--- config.mk ---
export PLATFORM = sky130hd
export DESIGN_NAME = bls_dev_flat
export DESIGN_NICKNAME = d
export VERILOG_FILES = /design/src/bls_pkg.sv /design/src/bls_link_if.sv /design/src/bls_dev.sv /design/src/flat_wrapper.sv
export SDC_FILE = /design/constraint.sdc
export NUM_CORES = 1
export LEC_CHECK = 0
export BUFFER_PORTS_ARGS = -buffer_cell sky130_fd_sc_hd__clkbuf_2
export CORE_MARGIN = 4
export CORE_UTILIZATION = 27
export CTS_BUF_LIST = sky130_fd_sc_hd__clkbuf_8
export DETAILED_ROUTE_END_ITERATION = 6
export PLACE_DENSITY_LB_ADDON = 0.2
export SYNTH_ARGS = -nofsm -noshare
export SYNTH_HDL_FRONTEND = slang
export SYNTH_SLANG_ARGS = --single-unit
--- constraint.sdc ---
create_clock -name clk -period 7.6 [get_ports clk]
set_input_delay 1.52 -clock clk [delete_from_list [all_inputs] [get_ports clk]]
set_output_delay 1.52 -clock clk [all_outputs]
set_load 0.01 [all_outputs]
--- src/bls_pkg.sv ---
// constants, types and helpers shared by both ends of the backlight link
package bls_pkg;

  // ***********************************************************
  // clock and widths
  // ***********************************************************
  localparam int unsigned CLK_HZ  = 100_000_000;
  localparam int unsigned CLK_KHZ = CLK_HZ / 1000;
  localparam int unsigned BRT_W   = 11;
  localparam int unsigned CNT_W   = 20;
  localparam int unsigned IDLE_W  = 22;
  localparam int unsigned PER_W   = 21;
  localparam int unsigned ACC_W   = 18;
  localparam logic [10:0] BRT_MAX = 11'h7ff;

  // ***********************************************************
  // device registers, fields and reset values
  // ***********************************************************
  localparam logic [7:0] REG_ENABLE = 8'h10;
  localparam logic [7:0] REG_CONFIG = 8'h11;
  localparam logic [7:0] REG_BRT_HI = 8'h18;
  localparam logic [7:0] REG_BRT_LO = 8'h19;
  localparam int unsigned EN_CHIP_BIT  = 0;
  localparam int unsigned EN_SINK_LSB  = 1;
  localparam int unsigned CFG_EXP_BIT  = 7;
  localparam int unsigned CFG_MODE_LSB = 5;
  localparam int unsigned CFG_FILT_LSB = 3;
  localparam int unsigned CFG_RATE_LSB = 0;
  localparam logic [2:0] SINK_RST = 3'h7;
  localparam logic       CHIP_RST = 1'b1;
  localparam logic       EXP_RST  = 1'b0;
  localparam logic [1:0] MODE_RST = 2'h1;
  localparam logic [1:0] FILT_RST = 2'h1;
  localparam logic [1:0] RATE_RST = 2'h3;

  typedef enum logic [1:0] {
    BLS_MODE_I2C, BLS_MODE_PWM, BLS_MODE_MIX_A, BLS_MODE_MIX_B
  } bls_mode_e;

  // ***********************************************************
  // sampling, filter, timeout and pulse limits
  // ***********************************************************
  localparam logic [1:0] RATE_800K = 2'h0;
  localparam logic [1:0] RATE_4M   = 2'h1;
  localparam int unsigned SR_24M_KHZ  = 24000;
  localparam int unsigned SR_4M_KHZ   = 4000;
  localparam int unsigned SR_800K_KHZ = 800;
  localparam int unsigned GL0_NS = 15;
  localparam int unsigned GL1_NS = 100;
  localparam int unsigned GL2_NS = 150;
  localparam int unsigned GL3_NS = 200;
  localparam int unsigned TO_24M_US  = 600;
  localparam int unsigned TO_4M_US   = 3000;
  localparam int unsigned TO_800K_US = 25000;
  localparam int unsigned TO_24M_CYC  = TO_24M_US * (CLK_HZ / 1_000_000);
  localparam int unsigned TO_4M_CYC   = TO_4M_US * (CLK_HZ / 1_000_000);
  localparam int unsigned TO_800K_CYC = TO_800K_US * (CLK_HZ / 1_000_000);
  localparam int unsigned MINP_24M_PS  = 183300;
  localparam int unsigned MINP_4M_PS   = 1100000;
  localparam int unsigned MINP_800K_PS = 5500000;
  localparam int unsigned CLK_PS = 1_000_000_000 / (CLK_HZ / 1000);
  localparam int unsigned PWM_MIN_HZ = 50;
  localparam int unsigned PWM_MAX_HZ = 50000;
  localparam logic [20:0] PER_MAX_CYC = 21'(CLK_HZ / PWM_MIN_HZ);
  localparam logic [20:0] PER_MIN_CYC = 21'(CLK_HZ / PWM_MAX_HZ);

  // ***********************************************************
  // host command port offsets
  // ***********************************************************
  localparam logic [3:0] H_CTRL   = 4'h0;
  localparam logic [3:0] H_PERIOD = 4'h1;
  localparam logic [3:0] H_HIGH   = 4'h2;
  localparam logic [3:0] H_DEVWR  = 4'h3;
  localparam logic [3:0] H_STATUS = 4'h4;

  // sample rate in kHz for a rate code
  function automatic logic [17:0] rate_khz(input logic [1:0] r);
    unique case (r)
      RATE_800K: rate_khz = 18'(SR_800K_KHZ);
      RATE_4M:   rate_khz = 18'(SR_4M_KHZ);
      default:   rate_khz = 18'(SR_24M_KHZ);
    endcase
  endfunction : rate_khz

  // stable cycles needed to accept a pwm level, never below one
  function automatic logic [4:0] glitch_cyc(input logic [1:0] f);
    int unsigned ns;
    unique case (f)
      2'h0:    ns = GL0_NS;
      2'h1:    ns = GL1_NS;
      2'h2:    ns = GL2_NS;
      default: ns = GL3_NS;
    endcase
    glitch_cyc = (ns * 1000 / CLK_PS < 1) ? 5'h01 : 5'(ns * 1000 / CLK_PS);
  endfunction : glitch_cyc

  // least pulse width in cycles, rounded up
  function automatic logic [20:0] min_pulse(input logic [1:0] r);
    int unsigned ps;
    unique case (r)
      RATE_800K: ps = MINP_800K_PS;
      RATE_4M:   ps = MINP_4M_PS;
      default:   ps = MINP_24M_PS;
    endcase
    min_pulse = 21'((ps + CLK_PS - 1) / CLK_PS);
  endfunction : min_pulse

endpackage : bls_pkg

--- src/bls_link_if.sv ---
// pins between the host and the backlight driver
`timescale 1ns/10ps
interface bls_link_if;
  logic       hardware_enable_pin;
  logic       backlight_adjust_input;
  logic       wr;
  logic [7:0] waddr;
  logic [7:0] wdata;

  modport dev (
    input hardware_enable_pin,
    input backlight_adjust_input,
    input wr,
    input waddr,
    input wdata
  );
  modport host (
    output hardware_enable_pin,
    output backlight_adjust_input,
    output wr,
    output waddr,
    output wdata
  );
endinterface : bls_link_if

--- src/bls_dev.sv ---
// driver end: enable control, pwm sampler and brightness code
`timescale 1ns/10ps

// Functional notes
// [RQ1] enable pin low resets registers, ignores writes
// [RQ2] enable pin high allows register writes
// [RQ3] three sink enables, all set after reset
// [RQ4] host sets chip enable, then pwm or code
// [RQ5] defaults: chip on, pwm on, linear
// [RQ6] standby watches pwm, duty becomes 11-bit code
// [RQ7] two-bit filter rejects short pwm glitches
// [RQ8] idle timeout depends on sample rate
// [RQ9] host keeps high pulses above minimum
// [RQ10] host keeps low pulses above minimum
// [RQ11] host keeps pwm between 50 Hz, 50 kHz
// [RQ12] 24 MHz sampling resolves 11 bits
// [RQ13] leds on well within 5 ms
// [RQ14] code zero off, higher codes more current
// [RQ15] pwm mode with pwm low stays standby
// [RQ16] duty from high versus total samples
// [RQ17] no edge within timeout returns standby; a steady high level gives full code instead
module bls_dev #(
  parameter int unsigned TO_24M  = bls_pkg::TO_24M_CYC,
  parameter int unsigned TO_4M   = bls_pkg::TO_4M_CYC,
  parameter int unsigned TO_800K = bls_pkg::TO_800K_CYC
) (
  bls_link_if.dev                         lnk,
  input  wire logic                       clk,
  input  wire logic                       rst,
  output logic [bls_pkg::BRT_W-1:0]       brightness_code,
  output logic [2:0]                      sink_enable,
  output logic                            mapping_exp,
  output logic                            led_on,
  output logic                            standby
);
  import bls_pkg::*;

  typedef enum logic [1:0] {ST_OFF, ST_STANDBY, ST_ACTIVE} bls_dst_e;

  typedef struct packed {
    logic              chip_en;
    logic [2:0]        sinks;
    logic              exp_map;
    logic [1:0]        bmode;
    logic [1:0]        filt;
    logic [1:0]        rate;
    logic [BRT_W-1:0]  brt;
    logic [ACC_W-1:0]  acc;
    logic              lvl;
    logic [4:0]        flt_cnt;
    logic [CNT_W-1:0]  hi_cnt;
    logic [CNT_W-1:0]  tot_cnt;
    logic              prd_ok;
    logic [IDLE_W-1:0] idle_cnt;
    logic              busy;
    logic [3:0]        div_cnt;
    logic [CNT_W:0]    rem;
    logic [CNT_W-1:0]  den;
    logic [BRT_W-1:0]  quo;
    logic [BRT_W-1:0]  pwm_code;
    logic [BRT_W-1:0]  out_code;
    logic              led;
    logic              stb;
    bls_dst_e          st;
  } bls_dev_s;

  bls_dev_s q, d;
  logic              ren;
  logic              edge_s;
  logic              rise_s;
  logic              tick_s;
  logic              tout_s;
  logic [ACC_W-1:0]  acc_sum;
  logic [IDLE_W-1:0] idle_lim;
  logic [CNT_W:0]    rem2;
  logic [21:0]       prod;
  logic [BRT_W-1:0]  sel_code;

  // timeout limit for the selected sample rate
  function automatic logic [IDLE_W-1:0] idle_limit(input logic [1:0] r);
    unique case (r)
      RATE_800K: idle_limit = IDLE_W'(TO_800K);
      RATE_4M:   idle_limit = IDLE_W'(TO_4M);
      default:   idle_limit = IDLE_W'(TO_24M);
    endcase
  endfunction : idle_limit

  // ***********************************************************
  // next state
  // ***********************************************************
  always_comb
  begin
    d        = q;
    idle_lim = idle_limit(q.rate);
    // register writes land only while the enable pin is high
    // [RQ2] accept register writes
    if (lnk.wr)
    begin
      unique case (lnk.waddr)
        REG_ENABLE:
        begin
          d.chip_en = lnk.wdata[EN_CHIP_BIT];
          // [RQ3] per sink enables
          d.sinks   = lnk.wdata[EN_SINK_LSB +: 3];
        end
        REG_CONFIG:
        begin
          d.exp_map = lnk.wdata[CFG_EXP_BIT];
          d.bmode   = lnk.wdata[CFG_MODE_LSB +: 2];
          d.filt    = lnk.wdata[CFG_FILT_LSB +: 2];
          d.rate    = lnk.wdata[CFG_RATE_LSB +: 2];
        end
        REG_BRT_HI: d.brt[10:8] = lnk.wdata[2:0];
        REG_BRT_LO: d.brt[7:0]  = lnk.wdata;
        default:    d.brt       = q.brt; // unmapped: ignored
      endcase
    end

    // [RQ7] accept a level only after it holds for the filter width
    if (lnk.backlight_adjust_input == q.lvl)
      d.flt_cnt = 5'h00;
    else if (q.flt_cnt + 5'h01 >= glitch_cyc(q.filt))
    begin
      d.lvl     = lnk.backlight_adjust_input;
      d.flt_cnt = 5'h00;
    end
    else
      d.flt_cnt = q.flt_cnt + 5'h01;
    edge_s = d.lvl != q.lvl;
    rise_s = d.lvl & ~q.lvl;

    // [RQ12] fractional accumulator gives the sample tick rate
    acc_sum = q.acc + rate_khz(q.rate);
    tick_s  = acc_sum >= ACC_W'(CLK_KHZ);
    d.acc   = tick_s ? acc_sum - ACC_W'(CLK_KHZ) : acc_sum;

    // [RQ16] count high and total samples over the period
    if (tick_s)
    begin
      d.tot_cnt = q.tot_cnt + 20'h00001;
      d.hi_cnt  = q.hi_cnt + {19'h00000, q.lvl};
    end

    // [RQ8] idle counter against the rate dependent limit
    tout_s = 1'b0;
    if (edge_s)
      d.idle_cnt = '0;
    else if (q.idle_cnt + 22'h000001 >= idle_lim)
    begin
      tout_s     = 1'b1;
      d.idle_cnt = '0;
    end
    else
      d.idle_cnt = q.idle_cnt + 22'h000001;

    // one bit of restoring division per cycle
    rem2 = {q.rem[CNT_W-1:0], 1'b0};
    if (q.busy)
    begin
      if (rem2 >= {1'b0, q.den})
      begin
        d.rem = rem2 - {1'b0, q.den};
        d.quo = {q.quo[BRT_W-2:0], 1'b1};
      end
      else
      begin
        d.rem = rem2;
        d.quo = {q.quo[BRT_W-2:0], 1'b0};
      end
      d.div_cnt = q.div_cnt - 4'h1;
      if (q.div_cnt == 4'h1)
      begin
        d.busy     = 1'b0;
        d.pwm_code = d.quo;
      end
    end

    // [RQ16] period closes on a rising edge: code = hi*2048/tot
    if (rise_s)
    begin
      if (q.prd_ok && q.tot_cnt != '0 && !q.busy)
      begin
        d.busy    = 1'b1;
        d.div_cnt = 4'(BRT_W);
        d.rem     = {1'b0, q.hi_cnt};
        d.den     = q.tot_cnt;
        d.quo     = '0;
      end
      d.prd_ok  = 1'b1;
      d.hi_cnt  = '0;
      d.tot_cnt = '0;
    end

    // [RQ17] no edge in time: steady level, full or zero duty
    if (tout_s)
    begin
      d.pwm_code = q.lvl ? BRT_MAX : '0;
      d.prd_ok   = 1'b0;
      d.busy     = 1'b0;
      d.hi_cnt   = '0;
      d.tot_cnt  = '0;
    end

    // code source chosen by brightness mode
    prod = q.brt * q.pwm_code;
    unique case (bls_mode_e'(q.bmode))
      BLS_MODE_I2C: sel_code = q.brt;
      BLS_MODE_PWM: sel_code = q.pwm_code;
      default:      sel_code = prod[21:11];
    endcase

    // [RQ14] zero code gives no current, standby
    // [RQ15] pwm mode with idle low pwm stays in standby
    // [RQ13] code reaches the sinks in a few cycles
    if (!q.chip_en)
      d.st = ST_OFF;
    else if (q.sinks != 3'h0 && sel_code != '0)
      d.st = ST_ACTIVE;
    else
      d.st = ST_STANDBY;
    d.led      = (d.st == ST_ACTIVE);
    // [RQ6] standby flag registered with the state
    d.stb      = (d.st == ST_STANDBY);
    d.out_code = d.led ? sel_code : '0;
  end

  // ***********************************************************
  // state register
  // ***********************************************************
  // [RQ1] enable pin low holds everything at default
  assign ren = rst | ~lnk.hardware_enable_pin;

  always_ff @(posedge clk)
  begin
    if (ren)
    begin
      q         <= '0;
      // [RQ5] stand-alone defaults
      q.chip_en <= CHIP_RST;
      q.sinks   <= SINK_RST;
      q.exp_map <= EXP_RST;
      q.bmode   <= MODE_RST;
      q.filt    <= FILT_RST;
      q.rate    <= RATE_RST;
      q.st      <= ST_OFF;
    end
    else
      q <= d;
  end

  // outputs straight from the state register
  assign brightness_code = q.out_code;
  assign sink_enable     = q.sinks;
  assign mapping_exp     = q.exp_map;
  assign led_on          = q.led;
  // [RQ6] standby while waiting for nonzero duty
  assign standby         = q.stb;

endmodule : bls_dev

--- src/flat_wrapper.sv ---
// flat-port wrapper written by rule: the top's interface ports become plain ports
module bls_dev_flat import bls_pkg::*;
#(
  parameter int unsigned TO_24M  = bls_pkg::TO_24M_CYC,
  parameter int unsigned TO_4M   = bls_pkg::TO_4M_CYC,
  parameter int unsigned TO_800K = bls_pkg::TO_800K_CYC
)
  (clk, rst, brightness_code, sink_enable, mapping_exp, led_on, standby, lnk_hardware_enable_pin, lnk_backlight_adjust_input, lnk_wr, lnk_waddr, lnk_wdata);
  bls_link_if lnk_i ();
  input  wire logic clk;
  input  wire logic rst;
  output logic [bls_pkg::BRT_W-1:0] brightness_code;
  output logic [2:0] sink_enable;
  output logic mapping_exp;
  output logic led_on;
  output logic standby;
  input wire logic [$bits(lnk_i.hardware_enable_pin)-1:0] lnk_hardware_enable_pin;
  input wire logic [$bits(lnk_i.backlight_adjust_input)-1:0] lnk_backlight_adjust_input;
  input wire logic [$bits(lnk_i.wr)-1:0] lnk_wr;
  input wire logic [$bits(lnk_i.waddr)-1:0] lnk_waddr;
  input wire logic [$bits(lnk_i.wdata)-1:0] lnk_wdata;
  assign lnk_i.hardware_enable_pin = lnk_hardware_enable_pin;
  assign lnk_i.backlight_adjust_input = lnk_backlight_adjust_input;
  assign lnk_i.wr = lnk_wr;
  assign lnk_i.waddr = lnk_waddr;
  assign lnk_i.wdata = lnk_wdata;
  bls_dev #(.TO_24M(TO_24M), .TO_4M(TO_4M), .TO_800K(TO_800K)) u_core (.lnk(lnk_i), .clk(clk), .rst(rst), .brightness_code(brightness_code), .sink_enable(sink_enable), .mapping_exp(mapping_exp), .led_on(led_on), .standby(standby));
endmodule
==> After elaboration in Yosys (flattened, before gate mapping) <==
Index checks and enable logic that the tools add are counted.
{ "totals": {"ff_bits": 190, "input_bits": 21} }
{ "classes": {"reduce_logical": 23, "muxes": 23, "div_mod_pow": 1, "n_addsub": 8, "order_cmp": 5, "eq_ne": 13, "n_mul": 2, "n_bitwise": 5} }
{ "ops": {"columns": ["operator", "n"], "rows": [
  ["$mux 57", 2],
  ["$pmux 22 s2", 1],
  ["$mux 11", 3],
  ["$div 32x14->32 const B", 1],
  ["$eq 8x5->1 const B", 4],
  ["$lt 32x1->1 const B", 1],
  ["$mul 32x7->29 const B", 1],
  ["$mux 32", 1],
  ["$pmux 15 s2", 1],
  ["$mux 26", 1],
  ["$pmux 8 s3", 1],
  ["$add 22x1->22 const B", 1],
  ["$ge 22x22->1", 1],
  ["$mul 11x11->22", 1],
  ["$mux 22", 1],
  ["$pmux 11 s2", 1],
  ["$ge 21x20->1", 1],
  ["$mux 21", 1],
  ["$sub 21x20->21", 1],
  ["$add 20x1->20", 1],
  ["$add 20x1->20 const B", 1],
  ["$reduce_bool 20->1", 1],
  ["$add 18x15->18", 1],
  ["$ge 18x17->1 const B", 1],
  ["other kinds (25)", 50]
]} }

==> Depth between registers and ports, before layout <==
Gate-level depths: netlist of the first run.
{ "depth": {"ltp_word": 14, "depth_mapped": 21, "depth_no_buf": 20} }

==> Worst setup path before layout of the first run <==
Ideal clock, no wire load.
{ "synth_path": {"kind": "register -> register", "startpoint": "reg u_core.q[178] (netlist name)", "endpoint": "reg u_core.q, in the netlist u_core.standby", "path_buffers": 1, "path_stages_with_launch": 20, "t_arrival_ns": 5.387, "setup_slack_ns": 2.097, "path_cell_list": "dfxtp_1 > clkbuf_1 > nand2_1 > fa_1 > inv_1 > fa_1 > fa_1 > fa_1 > inv_1 > fa_1 > inv_1 > ha_1 > a21oi_1 > o21ai_0 > or3_1 > a21oi_1 > mux2i_1 > or3_1 > and4_1 > a31o_2"} }
{ "synth_via": {"elab_chain_cells": 7} }
{ "synth_rtl": {"columns": ["item", "line", "source"], "rows": [
  ["start, declared", "bls_dev.sv:67", "bls_dev_s q, d;"],
  ["$mul 11x11->22", "bls_dev.sv:205", "prod = q.brt * q.pwm_code;"],
  ["$pmux 11 s2 *", "bls_dev.sv:206", "unique case (bls_mode_e'(q.bmode))"],
  ["$reduce_bool 11->1 *", "bls_dev.sv:217", "else if (q.sinks != 3'h0 && sel_code != '0)"],
  ["$logic_and 1x1->1 *", "bls_dev.sv:217", null],
  ["$mux 2 *", "bls_dev.sv:217", null],
  ["$mux 2 *", "bls_dev.sv:215", "if (!q.chip_en)"],
  ["$eq 2x1->1 *", "bls_dev.sv:223", "d.stb = (d.st == ST_STANDBY);"]
]} }
Mark *: on every way between the ends. The rest lies on a longest branch, timed or not.
A chain may end at the register's enable or synchronous reset.

==> Worst setup path in the final report of the first run <==
{ "layout_path": {"startpoint": "reg u_core.q[173] (netlist name)", "endpoint": "reg u_core.q, in the netlist u_core.standby"} }
Same word-level chain as after synthesis.

==> impl_results.md, run 1 <==
* Status: finished, final reports clean
* Total grt overflow at 0
* Clk slew on worst S/H paths at around 0.11 ns
* Top FF cell, synth: dfxtp_1
* GRT Overall Usage at between 10 and 15%
* Synth-to-Final Area Change at 7.76%
* I/O pin count at 38
* Std-Cell Rows at between 80 and 90
* Filler cell count at 5690
* Achievable frequency at ~0.17 GHz
* Worst VDD drop at ~0.12 mV
* Final wirelength at around 39000 um
* Starting Density at 27.4%
* Cell taking the most area after synthesis: dfxtp_1
* Final ANT Viol Nets at 0
* Post-synth ARST share at 0%
* Worst rel slew slack at 37.8%
* Critical path class: reg2reg
* Crit Reg-Reg Startpoint: u_core.q[173]
* Syn_nets at just under 2000
* Cells on Worst Hold Path at 2
* Die area at 57500 um2
* Die span in x at approximately 240 um
* Simple-gate share of the synthesized area at between 20% and 30%
* Hold path endpoint: u_core.q[52]
* Seq cells post-synth at ~180
* Post-synth top area share at between 20% and 30%
* Fin. max-slew vios at 0
* Slowest-stage cell, CP: dfxtp_1
* FF-to-FF End: u_core.standby
* CTS root buf: clkbuf_8
* Vias in the first global route at around 12000
* Setup violators final at 0
* Total negative slack at 0 ns
* Number of diodes at 0
* Leakage power at ~6.3 nW
* WHS at 0.464 ns
* Critical path arrival at ~6.4 ns
* Multiplexer share of the synthesized area at ~4.4%
* Postcts setup bufs at 0
* Critical path peak fanout at 13
* Count of different cell masters after synthesis at 76
* Core Region at roughly 53000 um2
* Worst min-delay path class: reg2reg
* IO Port Bufs at 37
* Top post-synthesis cells by count: nand2_1 (236), dfxtp_1 (183), inv_1 (148)
* Worst Path Required at 8.04 ns
* Ranking of synthesized cells by area: dfxtp_1 (25%), fa_1 (11%), ha_1 (10%)
* Fin nets at 1951
* FF-to-FF setup slack at between 1.5 and 2 ns
* PostCTS Resize Cnt at 0
* Seq/Total Area, Yosys at about a quarter
* Synthesized area at between 10000 and 15000 um2
* Sink Count at roughly 180
* Worst r2r path cells at 17
* Max incr delay on CP at 0.68 ns
* Pre-CTS setup slack at ~1.6 ns
* Worst-Margin Slew at 0.927 ns
* Crit-path cells: and2_1, fa_1, fa_1, fa_1, fa_1, inv_1, fa_1, inv_1, ha_1, a21oi_1, o21ai_0, or3_1, a21oi_1, mux2i_1, or3_1, and4_1, a31o_2
* Largest net degree at the start of global routing at between 50 and 60
* Die Y at 240 um
* Sw Share at between 20% and 30%
* Vias per cell at 5.01
* Fin crit share at between 70 and 80%
* Share of layout cells above drive strength 1 at ~6.6%
* Most frequent cell after synthesis: nand2_1
* CP most frequent cell: fa_1
* Syn_area_per_cell at roughly 8 um2
* PwrDens at about 120 nW/um2
* CTS Buf Count at 17
* Synth warn at 0
* Crit path setup slack, layout at about 1.6 ns
* Synth Area in Adders at between 20% and 30%
* Dpl hpwl at about 30000 um
* Post-Synth XOR/XNOR Area at roughly 3.3%
* CTS Hold Bufs at 0
* Int Pwr at about 0.0013 W
* Post-synthesis compound-gate area fraction at between 10% and 20%
* Via count at ~12000
* Flop pwr share at between 50% and 60%
* Tmin final at ~6 ns
* Worst setup EP type: flop
* Max-capacitance violation count at 0
* Hold Crit Start: u_core.q[52]
* RePlAce Congestion at about 0.83
* CTS tree: done
* Sw Pwr at roughly 0.00052 W
* Combinational Power Share at about 6.6%
* H-tree depth at 4
* First DRT Iteration DRCs at 848
* CTS max path bufs at 2
* RSZ-0062 raised after global routing: false
* Clock skew at ~0.027 ns
* Final Hold Viols at 0
* Post-synth EDFFs at 0
* Post-DR wirelength/cell at about 16 um
* First-pass GRT wire length at around 66000 um
* Final routed DRC violation total at 0
* Clock Power Share at about two fifths
* Clk Latency, worst-skew pair at 0.56 ns
* CP Launch Type: flop
* Largest family of logic cells by synthesized area: simple AND/OR/NAND/NOR gates
* Syn Inst Count at roughly 1800
* Initial antenna violation count at 0
* DR pass1 iterations at 5
[metal layers]
metal  wire length [um]  global-route usage (%)  vias up
li1                   -                       -     6046
met1              18700                    19.5     5903
met2              18800                    23.5      199
met3               1210                    1.93       35
met4                700                    4.38        0
met5                  0                       0        -
[flip-flops by register name, indices dropped and copies added (netlist names)]
register	cells
u_core.brightness_code	11
u_core.standby	1
u_core.led_on	1
u_core.q	166
u_core.sink_enable	3
u_core.mapping_exp	1
[worst max-delay path: cells and delay by family (launching register included)]
family | cells | cell delay [ns]
mux | 1 | 0.10
compound gates | 4 | 0.89
flops | 1 | 0.68
simple gates | 4 | 1.19
fa+ha+maj | 6 | 2.94
buf+inv | 2 | 0.09
[per-stage QoR]
| stage | total power (W) | std cells | utilization [%] | instance area, um2 |
|---|---|---|---|---|
| global placement | 0.00111 | 2402 | 28.8 | 15200 |
| floorplan | 0.00108 | 1770 | - | 14500 |
| finish | 0.00183 | 2434 | 29.6 | 15600 |
| global route | 0.00191 | 2434 | 29.6 | 15600 |
| detailed placement | 0.00111 | 2402 | 28.8 | 15200 |
| CTS | 0.00186 | 2434 | 29.6 | 15600 |
[power by group through the flow]
stage | logic, W | clock network, W | registers, W
6_report | 0.000121 | 0.000737 | 0.000969
3_3_place_gp | 0.000120 | 0 | 0.000991
5_1_grt | 0.000135 | 0.000801 | 0.000970
2_1_floorplan | 0.0000874 | 0 | 0.000989
4_1_cts | 0.000122 | 0.000767 | 0.000969
3_5_place_dp | 0.000122 | 0 | 0.000991
[how the worst max path moves through the flow]
stage                             start        endpoint  slack (ns)  cells past startpoint
after floorplan           u_core.q[178]  u_core.standby        2.10                     19
after global placement    u_core.q[173]  u_core.standby        1.76                     18
after detailed placement  u_core.q[173]  u_core.standby        1.61                     17
after CTS                 u_core.q[173]  u_core.standby        1.58                     17
after global routing      u_core.q[178]  u_core.standby        1.18                     18
final                     u_core.q[173]  u_core.standby        1.60                     17
[cell usage in the layout (no fill, tap or decap), types with 18 or more instances in the layout]
cell type / n
nand2_1: 236
dfxtp_1: 182
inv_1: 148
a21oi_1: 120
ha_1: 116
nor2_1: 95
fa_1: 81
and2_1: 70
mux2i_1: 54
o21ai_0: 52
nand3_1: 50
nor3_1: 48
clkbuf_2: 37
xnor2_1: 34
nor2b_1: 31
o31ai_1: 25
or4_1: 24
or3_1: 24
a31oi_1: 21
xor2_1: 20
a21o_1: 18
[final cells by class]
cell class | count | area [um2] | area share, %
clock inverters | 15 | 189 | 1.21
multi-input cells | 1334 | 9850 | 63.0
clock buffers | 17 | 234 | 1.50
inverters | 148 | 556 | 3.56
repair buffers | 49 | 275 | 1.76
flip-flops and latches | 183 | 3660 | 23.5
well taps | 688 | 861 | 5.51
[cell families (layout without fill, tap and decap cells)]
kind of cell / count (synthesis) / after routing
adders and majority gates: 197 / 197
DFF: 183 / 183
xor gates and xnor gates: 54 / 54
buffers and inverters: 253 / 229
and+or+nand+nor: 679 / 679
AOI/OAI and AO/OA: 341 / 341
muxes: 63 / 63
Note: power is estimated with default switching activity, not from simulation.
==> run 2, diff against run 1 <==
- clock period: 7.6 -> 5.3 ns (I/O delays scaled with it)
==> run 2 against run 1 <==
The flow now finishes with violations (setup timing). Sequential power grew 43%. Fmax grew 13%. Power up 39%. Cell count up 4.6%. Critical path depth grew 3. Via count up 3.3%. Critical path type unchanged.
==> impl_results.md, run 2 (synthesis gave the netlist of run 1 again) <==
* IO Port Bufs at 37
* Worst r2r path cells at 20
* Worst setup EP type: flop
* Synth-to-Final Area Change at 17.4%
* Die Y at about 240 um
* Core Region at about 53000 um2
* Clk Latency, worst-skew pair at ~0.56 ns
* Max-capacitance violation count at 0
* Fin nets at 2062
* Number of diodes at 0
* Clock skew at 0.0227 ns
* RSZ-0062 raised after global routing: true
* Top reg by flops: u_core.q
* Max FFs per register at between 150 and 200
* Final Hold Viols at 0
* CP Launch Type: flop
* Die area at approximately 57000 um2
* RePlAce Congestion at roughly 0.85
* First-pass GRT wire length at between 60000 and 70000 um
* Std-Cell Rows at 84
* Starting Density at 27.4%
* CTS max path bufs at 2
* H-tree depth at 4
* Cells on Worst Hold Path at 2
* CP most frequent cell: fa_1
* Placed Instances at 2494
* Filler cell count at 5616
* Achievable frequency at ~0.19 GHz
* CTS Buf Count at 17
* CTS tree: done
* Critical path peak fanout at 5
* I/O pin count at 38
* FF+latch area at ~3700 um2
* Via count at approximately 13000
* Initial antenna violation count at 0
* FF-to-FF setup slack at -0.004 ns
* Vias in the first global route at between 10000 and 15000
* WHS at ~0.47 ns
* Final wirelength at 41500 um
* Hold Crit Start: u_core.q[43]
* Final routed DRC violation total at 0
* Setup violators final at 1
* Status: complete, but fails checks
* Critical path arrival at about 5.7 ns
* Slowest-stage cell, CP: fa_1
* Failing checks: setup timing
* PwrDens at approximately 150 nW/um2
* Sink Count at about 180
* Vias per cell at 4.95
* Crit Reg-Reg Startpoint: u_core.q[177]
* Final cell count without fillers at 2545
* First DRT Iteration DRCs at 612
* Tmin final at roughly 5.3 ns
* Worst-Margin Slew at approximately 1.2 ns
* Share of layout cells above drive strength 1 at 17.6%
* Cell family with most CP delay: adder cells
* Max incr delay on CP at about 0.51 ns
* DR pass1 iterations at 4
* Total negative slack at -0.00444 ns
* Die span in x at approximately 240 um
* Leakage power at just under 7 nW
* Final ANT Viol Nets at 0
* Worst min-delay path class: reg2reg
* Total grt overflow at 0
* Worst rel slew slack at approximately 23%
* Area of the multi-input gates at a little over 10000 um2
* Worst Path Required at ~5.7 ns
* Post-Layout Inst Area at between 15000 and 20000 um2
* Dpl hpwl at approximately 32000 um
* Hold path endpoint: u_core.q[43]
* Area after DPL at between 15000 and 20000 um2
* Bufs and invs on worst path at 5
* CTS Hold Bufs at 0
* Fin crit share at 100%
* Tot Pwr at 0.00254 W
* FF-to-FF End: u_core.led_on
* Most common cell after layout, fill and taps aside: nand2_1
* Fin. max-slew vios at 0
* Critical path class: reg2reg
* GRT Overall Usage at 14.7%
* Clk slew on worst S/H paths at 0.12 ns
* Crit-path cells: buf_6, buf_6, and2_4, fa_1, fa_1, fa_1, fa_1, inv_1, fa_1, inv_2, ha_4, buf_6, and3_4, or3_1, o22ai_2, a21o_1, a311oi_2, nor4_2, and4_4, a21oi_2
* Highest-count cells in the layout ignoring fill and taps: nand2_1 (228), dfxtp_1 (164), inv_1 (141)
* Largest net degree at the start of global routing at 56
* Post-DR wirelength/cell at 16.3 um
* Worst VDD drop at roughly 0.15 mV
* Crit path setup slack, layout at -0.00444 ns
* CTS root buf: clkbuf_8
[run 2: cell types whose count changed in the layout (fill, tap and decap cells not counted), sizes merged]
| cell | delta |
|---|---|
| bufinv | -2 |
| buf | +111 |
| clkinvlp | -1 |
| inv | +3 |
[run 2: cell type report]
type                       instances  area share, %
sequential                       183           21.8
clock inverter                    15          0.897
multi-input combinational       1334           60.7
timing repair buffer             160           6.98
inverter                         148           3.26
clock buffer                      17           1.37
tap                              688           5.06
[run 2: routing by layer]
metal  GRT usage, %  part of all wire [%]  up-vias
li1               -                     -     6264
met1           19.5                    48     6127
met2           24.4                    46      153
met3           2.04                   2.6       46
met4           5.28                   2.7        0
met5              0                     0        -
[run 2: worst min-delay path: stages, from the launching register on]
cell and delay (ns):
dfxtp_1 0.33, nand2_1 0.05, a21oi_1 0.05
[run 2: worst max path at each step]
stage          cells after the start              to          start
3_3_place_gp                      18  u_core.standby  u_core.q[174]
6_report                          20   u_core.led_on  u_core.q[177]
4_1_cts                           19  u_core.standby   u_core.q[19]
2_1_floorplan                     19  u_core.standby  u_core.q[175]
5_1_grt                           21   u_core.led_on   u_core.q[18]
3_5_place_dp                      19  u_core.standby   u_core.q[19]
[run 2: repair_timing]
item / CTS / global route
hold endpoints to repair: 0 / 0
setup endpoints to repair: 7 / 9
resized for setup: 69 / 71
buffers inserted: 12 / 8
pin swaps: 40 / 62
[run 2: through the flow]
step | setup WS [ns] | utilization (%)
2_1_floorplan | 0.00100 | -
3_3_place_gp | -0.449 | 30.1
3_5_place_dp | -0.490 | 30.1
4_1_cts | -0.00215 | 31.5
5_1_grt | -0.193 | 32.2
6_report | -0.00444 | 32.2
[run 2: report_power, final]
part | switching [W] | internal [W] | leakage, nW
Combinational | 0.000116 | 0.0000605 | 5.27
Sequential | 0.00000698 | 0.00138 | 1.49
Clock | 0.000629 | 0.000352 | 0.198
==> run 3, diff against run 2 <==
- ABC_AREA: unset -> 1
- CTS_BUF_LIST: sky130_fd_sc_hd__clkbuf_8 -> unset
- PLACE_DENSITY: unset -> 0.5
- PLACE_DENSITY_LB_ADDON: 0.2 -> unset
==> run 3 against run 2 <==
The flow now finishes without violations. First-iteration DRC count up 9.8%. Combinational power shrank 7%. Cell count rose by 17%. Clock power up 37%. Critical endpoint is now u_core.brightness_code[1]. Largest power group unchanged. Highest routed layer unchanged.
==> impl_results.md, run 3 <==
* Fin. max-slew vios at 0
* Final routed DRC violation total at 0
* Worst Path Required at about 5.7 ns
* PwrDens at about 170 nW/um2
* Total grt overflow at 0
* Post-Layout Inst Area at between 15000 and 20000 um2
* I/O pin count at 38
* Final Hold Viols at 0
* Ranking of synthesized cells by area: dfxtp_1 (25%), nand2_1 (12%), fa_1 (11%)
* FF-to-FF setup slack at roughly 0.24 ns
* Count of different cell masters after synthesis at 48
* Critical path class: reg2reg
* Hold path endpoint: u_core.mapping_exp
* Worst VDD drop at between 0.2 and 0.25 mV
* Post-DR wirelength/cell at roughly 14 um
* Syn_nets at 2418
* Max FFs per register at ~170
* Std-Cell Rows at 85
* Fin crit share at between 90 and 100%
* Synth-to-Final Area Change at 15.4%
* Core Region at 54300 um2
* Die area at ~59000 um2
* Worst setup EP type: flop
* Top reg by flops: u_core.q
* Cell family with most CP delay: adder cells
* Int Pwr at around 0.0021 W
* Clk Latency, worst-skew pair at roughly 0.46 ns
* Die Y at 243 um
* H-tree depth at 4
* CTS tree: done
* Top post-synthesis cells by count: nand2_1 (485), inv_1 (394), a21oi_1 (203)
* Worst min-delay path class: reg2reg
* Max incr delay on CP at 0.53 ns
* Synth warn at 0
* Final cell count without fillers at ~3000
* First-pass GRT wire length at around 68000 um
* Placed Instances at 2945
* DR pass1 iterations at 5
* Most common cell after layout, fill and taps aside: nand2_1
* Post-synth EDFFs at 0
* Critical path arrival at around 5.4 ns
* Vias in the first global route at between 10000 and 15000
* Most frequent cell after synthesis: nand2_1
* Sw Share at between 20% and 30%
* Die span in x at ~240 um
* Sink Count at between 150 and 200
* Cells on Worst Hold Path at 2
* Flop pwr share at 47.9%
* Top FF cell, synth: dfxtp_1
* Hold Crit Start: u_core.mapping_exp
* Fin nets at around 2500
* Critical path peak fanout at 6
* Post-synth ARST share at 0%
* Initial antenna violation count at 0
* Crit path setup slack, layout at around 0.24 ns
* Final ANT Viol Nets at 0
* Dpl hpwl at around 32000 um
* Worst-Margin Slew at roughly 1.1 ns
* First DRT Iteration DRCs at between 600 and 700
* Clk slew on worst S/H paths at 0.07 ns
* RePlAce Congestion at approximately 0.86
* CP Launch Type: flop
* Setup violators final at 0
* Crit Reg-Reg Startpoint: u_core.q[175]
* Starting Density at 27.5%
* CTS root buf: clkbuf_16
* Tmin final at a little over 5 ns
* Pre-CTS setup slack at -0.0558 ns
* Cell taking the most area after synthesis: dfxtp_1
* Slowest-stage cell, CP: fa_1
* CP most frequent cell: nand2_1
* Clock skew at approximately 0.014 ns
* Post-synth top area share at between 20% and 30%
* Vias per cell at 4.59
* CTS Buf Count at 17
* Via count at 13700
* CTS max path bufs at 2
* Achievable frequency at about 0.20 GHz
* FF-to-FF End: u_core.brightness_code[1]
* Seq cells post-synth at 183
* Worst r2r path cells at 27
* Syn Inst Count at between 2000 and 2500
* Highest-count cells in the layout ignoring fill and taps: nand2_1 (467), inv_1 (385), a21oi_1 (194)
* Combinational Power Share at under 10%
* Final core occ at 31.7%
* Area after DPL at approximately 16000 um2
* Clock Power Share at a little under half
* Final wirelength at 40700 um
* Largest net degree at the start of global routing at 65
* IO Port Bufs at 37
* Max-capacitance violation count at 0
* Bufs and invs on worst path at 7
* Status: finished, final reports clean
* GRT Overall Usage at a little over an eighth
* Syn_area_per_cell at 6.80 um2
* Seq/Total Area, Yosys at between 20 and 25%
* Synthesized area at between 10000 and 15000 um2
* Leakage power at about 8.4 nW
* Worst rel slew slack at 25.2%
* Share of layout cells above drive strength 1 at 11.6%
* Sw Pwr at between 0.0007 and 0.0008 W
* WHS at approximately 0.45 ns
* Number of diodes at 0
run 3: power groups by stage:
stage	Combinational, W	Clock [W]	Sequential, W
after detailed placement	0.000164	0	0.00142
after global placement	0.000162	0	0.00142
final	0.000164	0.00134	0.00138
after global routing	0.000186	0.00143	0.00138
after CTS	0.000165	0.00139	0.00139
after floorplan	0.000121	0	0.00142
run 3: layer usage:
metal  share of wire (%)  GRT usage, %  wire [um]  vias up
met2                  47          23.6      19200      215
met4                 2.4          4.31        962        0
met3                 2.9          1.74       1170       59
li1                    -             -          -     6984
met5                   0             0          0        -
met1                  47          17.9      19300     6464
run 3: cells by family (layout without fill, tap and decap cells):
group	Yosys count	in the layout	synth area share (%)
and+or+nand+nor	914	914	25.6
buffers and inverters	499	548	13.2
AOI/OAI and AO/OA	346	346	12.4
adders and majority gates	197	197	20.6
DFF	183	183	24.5
xor gates and xnor gates	61	61	3.62
run 3: final cells by class:
cell class                 instances  area (um2)
fill                            5925       37100
multi-input combinational       1518        9650
sequential                       183        3720
inverter                         400        1500
tap                              739         925
timing repair buffer             116         838
clock buffer                      18         439
clock inverter                    14         173
run 3: repair_timing:
item                       4_1_cts  5_1_grt
hold buffers                     0        0
buffers inserted                 0       13
setup endpoints to repair       12       13
pin swaps                        0       42
hold endpoints to repair         0        0
gates resized for setup          9      110
run 3: through the flow:
stage                     power (W)  setup TNS (ns)
after floorplan             0.00154               0
after global placement      0.00158         -0.0672
after detailed placement    0.00158          -0.556
after CTS                   0.00294               0
after global routing        0.00300          -0.243
final                       0.00288               0
run 3: worst max-delay path by stage:
stage	startpoint	endpoint	cells after the start
floorplan	u_core.q[25]	u_core.brightness_code[1]	27
global placement	u_core.q[19]	u_core.brightness_code[2]	24
detailed placement	u_core.q[172]	u_core.brightness_code[0]	25
CTS	u_core.q[25]	u_core.brightness_code[0]	24
global route	u_core.q[24]	u_core.brightness_code[8]	26
finish	u_core.q[175]	u_core.brightness_code[1]	27
run 3: worst reg2reg max path, delay by kind of cell, from the launching register on:
kind | cells | cell delay [ns]
DFF | 1 | 0.37
adders and majority gates | 6 | 2.63
AOI/OAI and AO/OA | 2 | 0.45
and+or+nand+nor | 12 | 0.94
buffers and inverters | 7 | 0.55
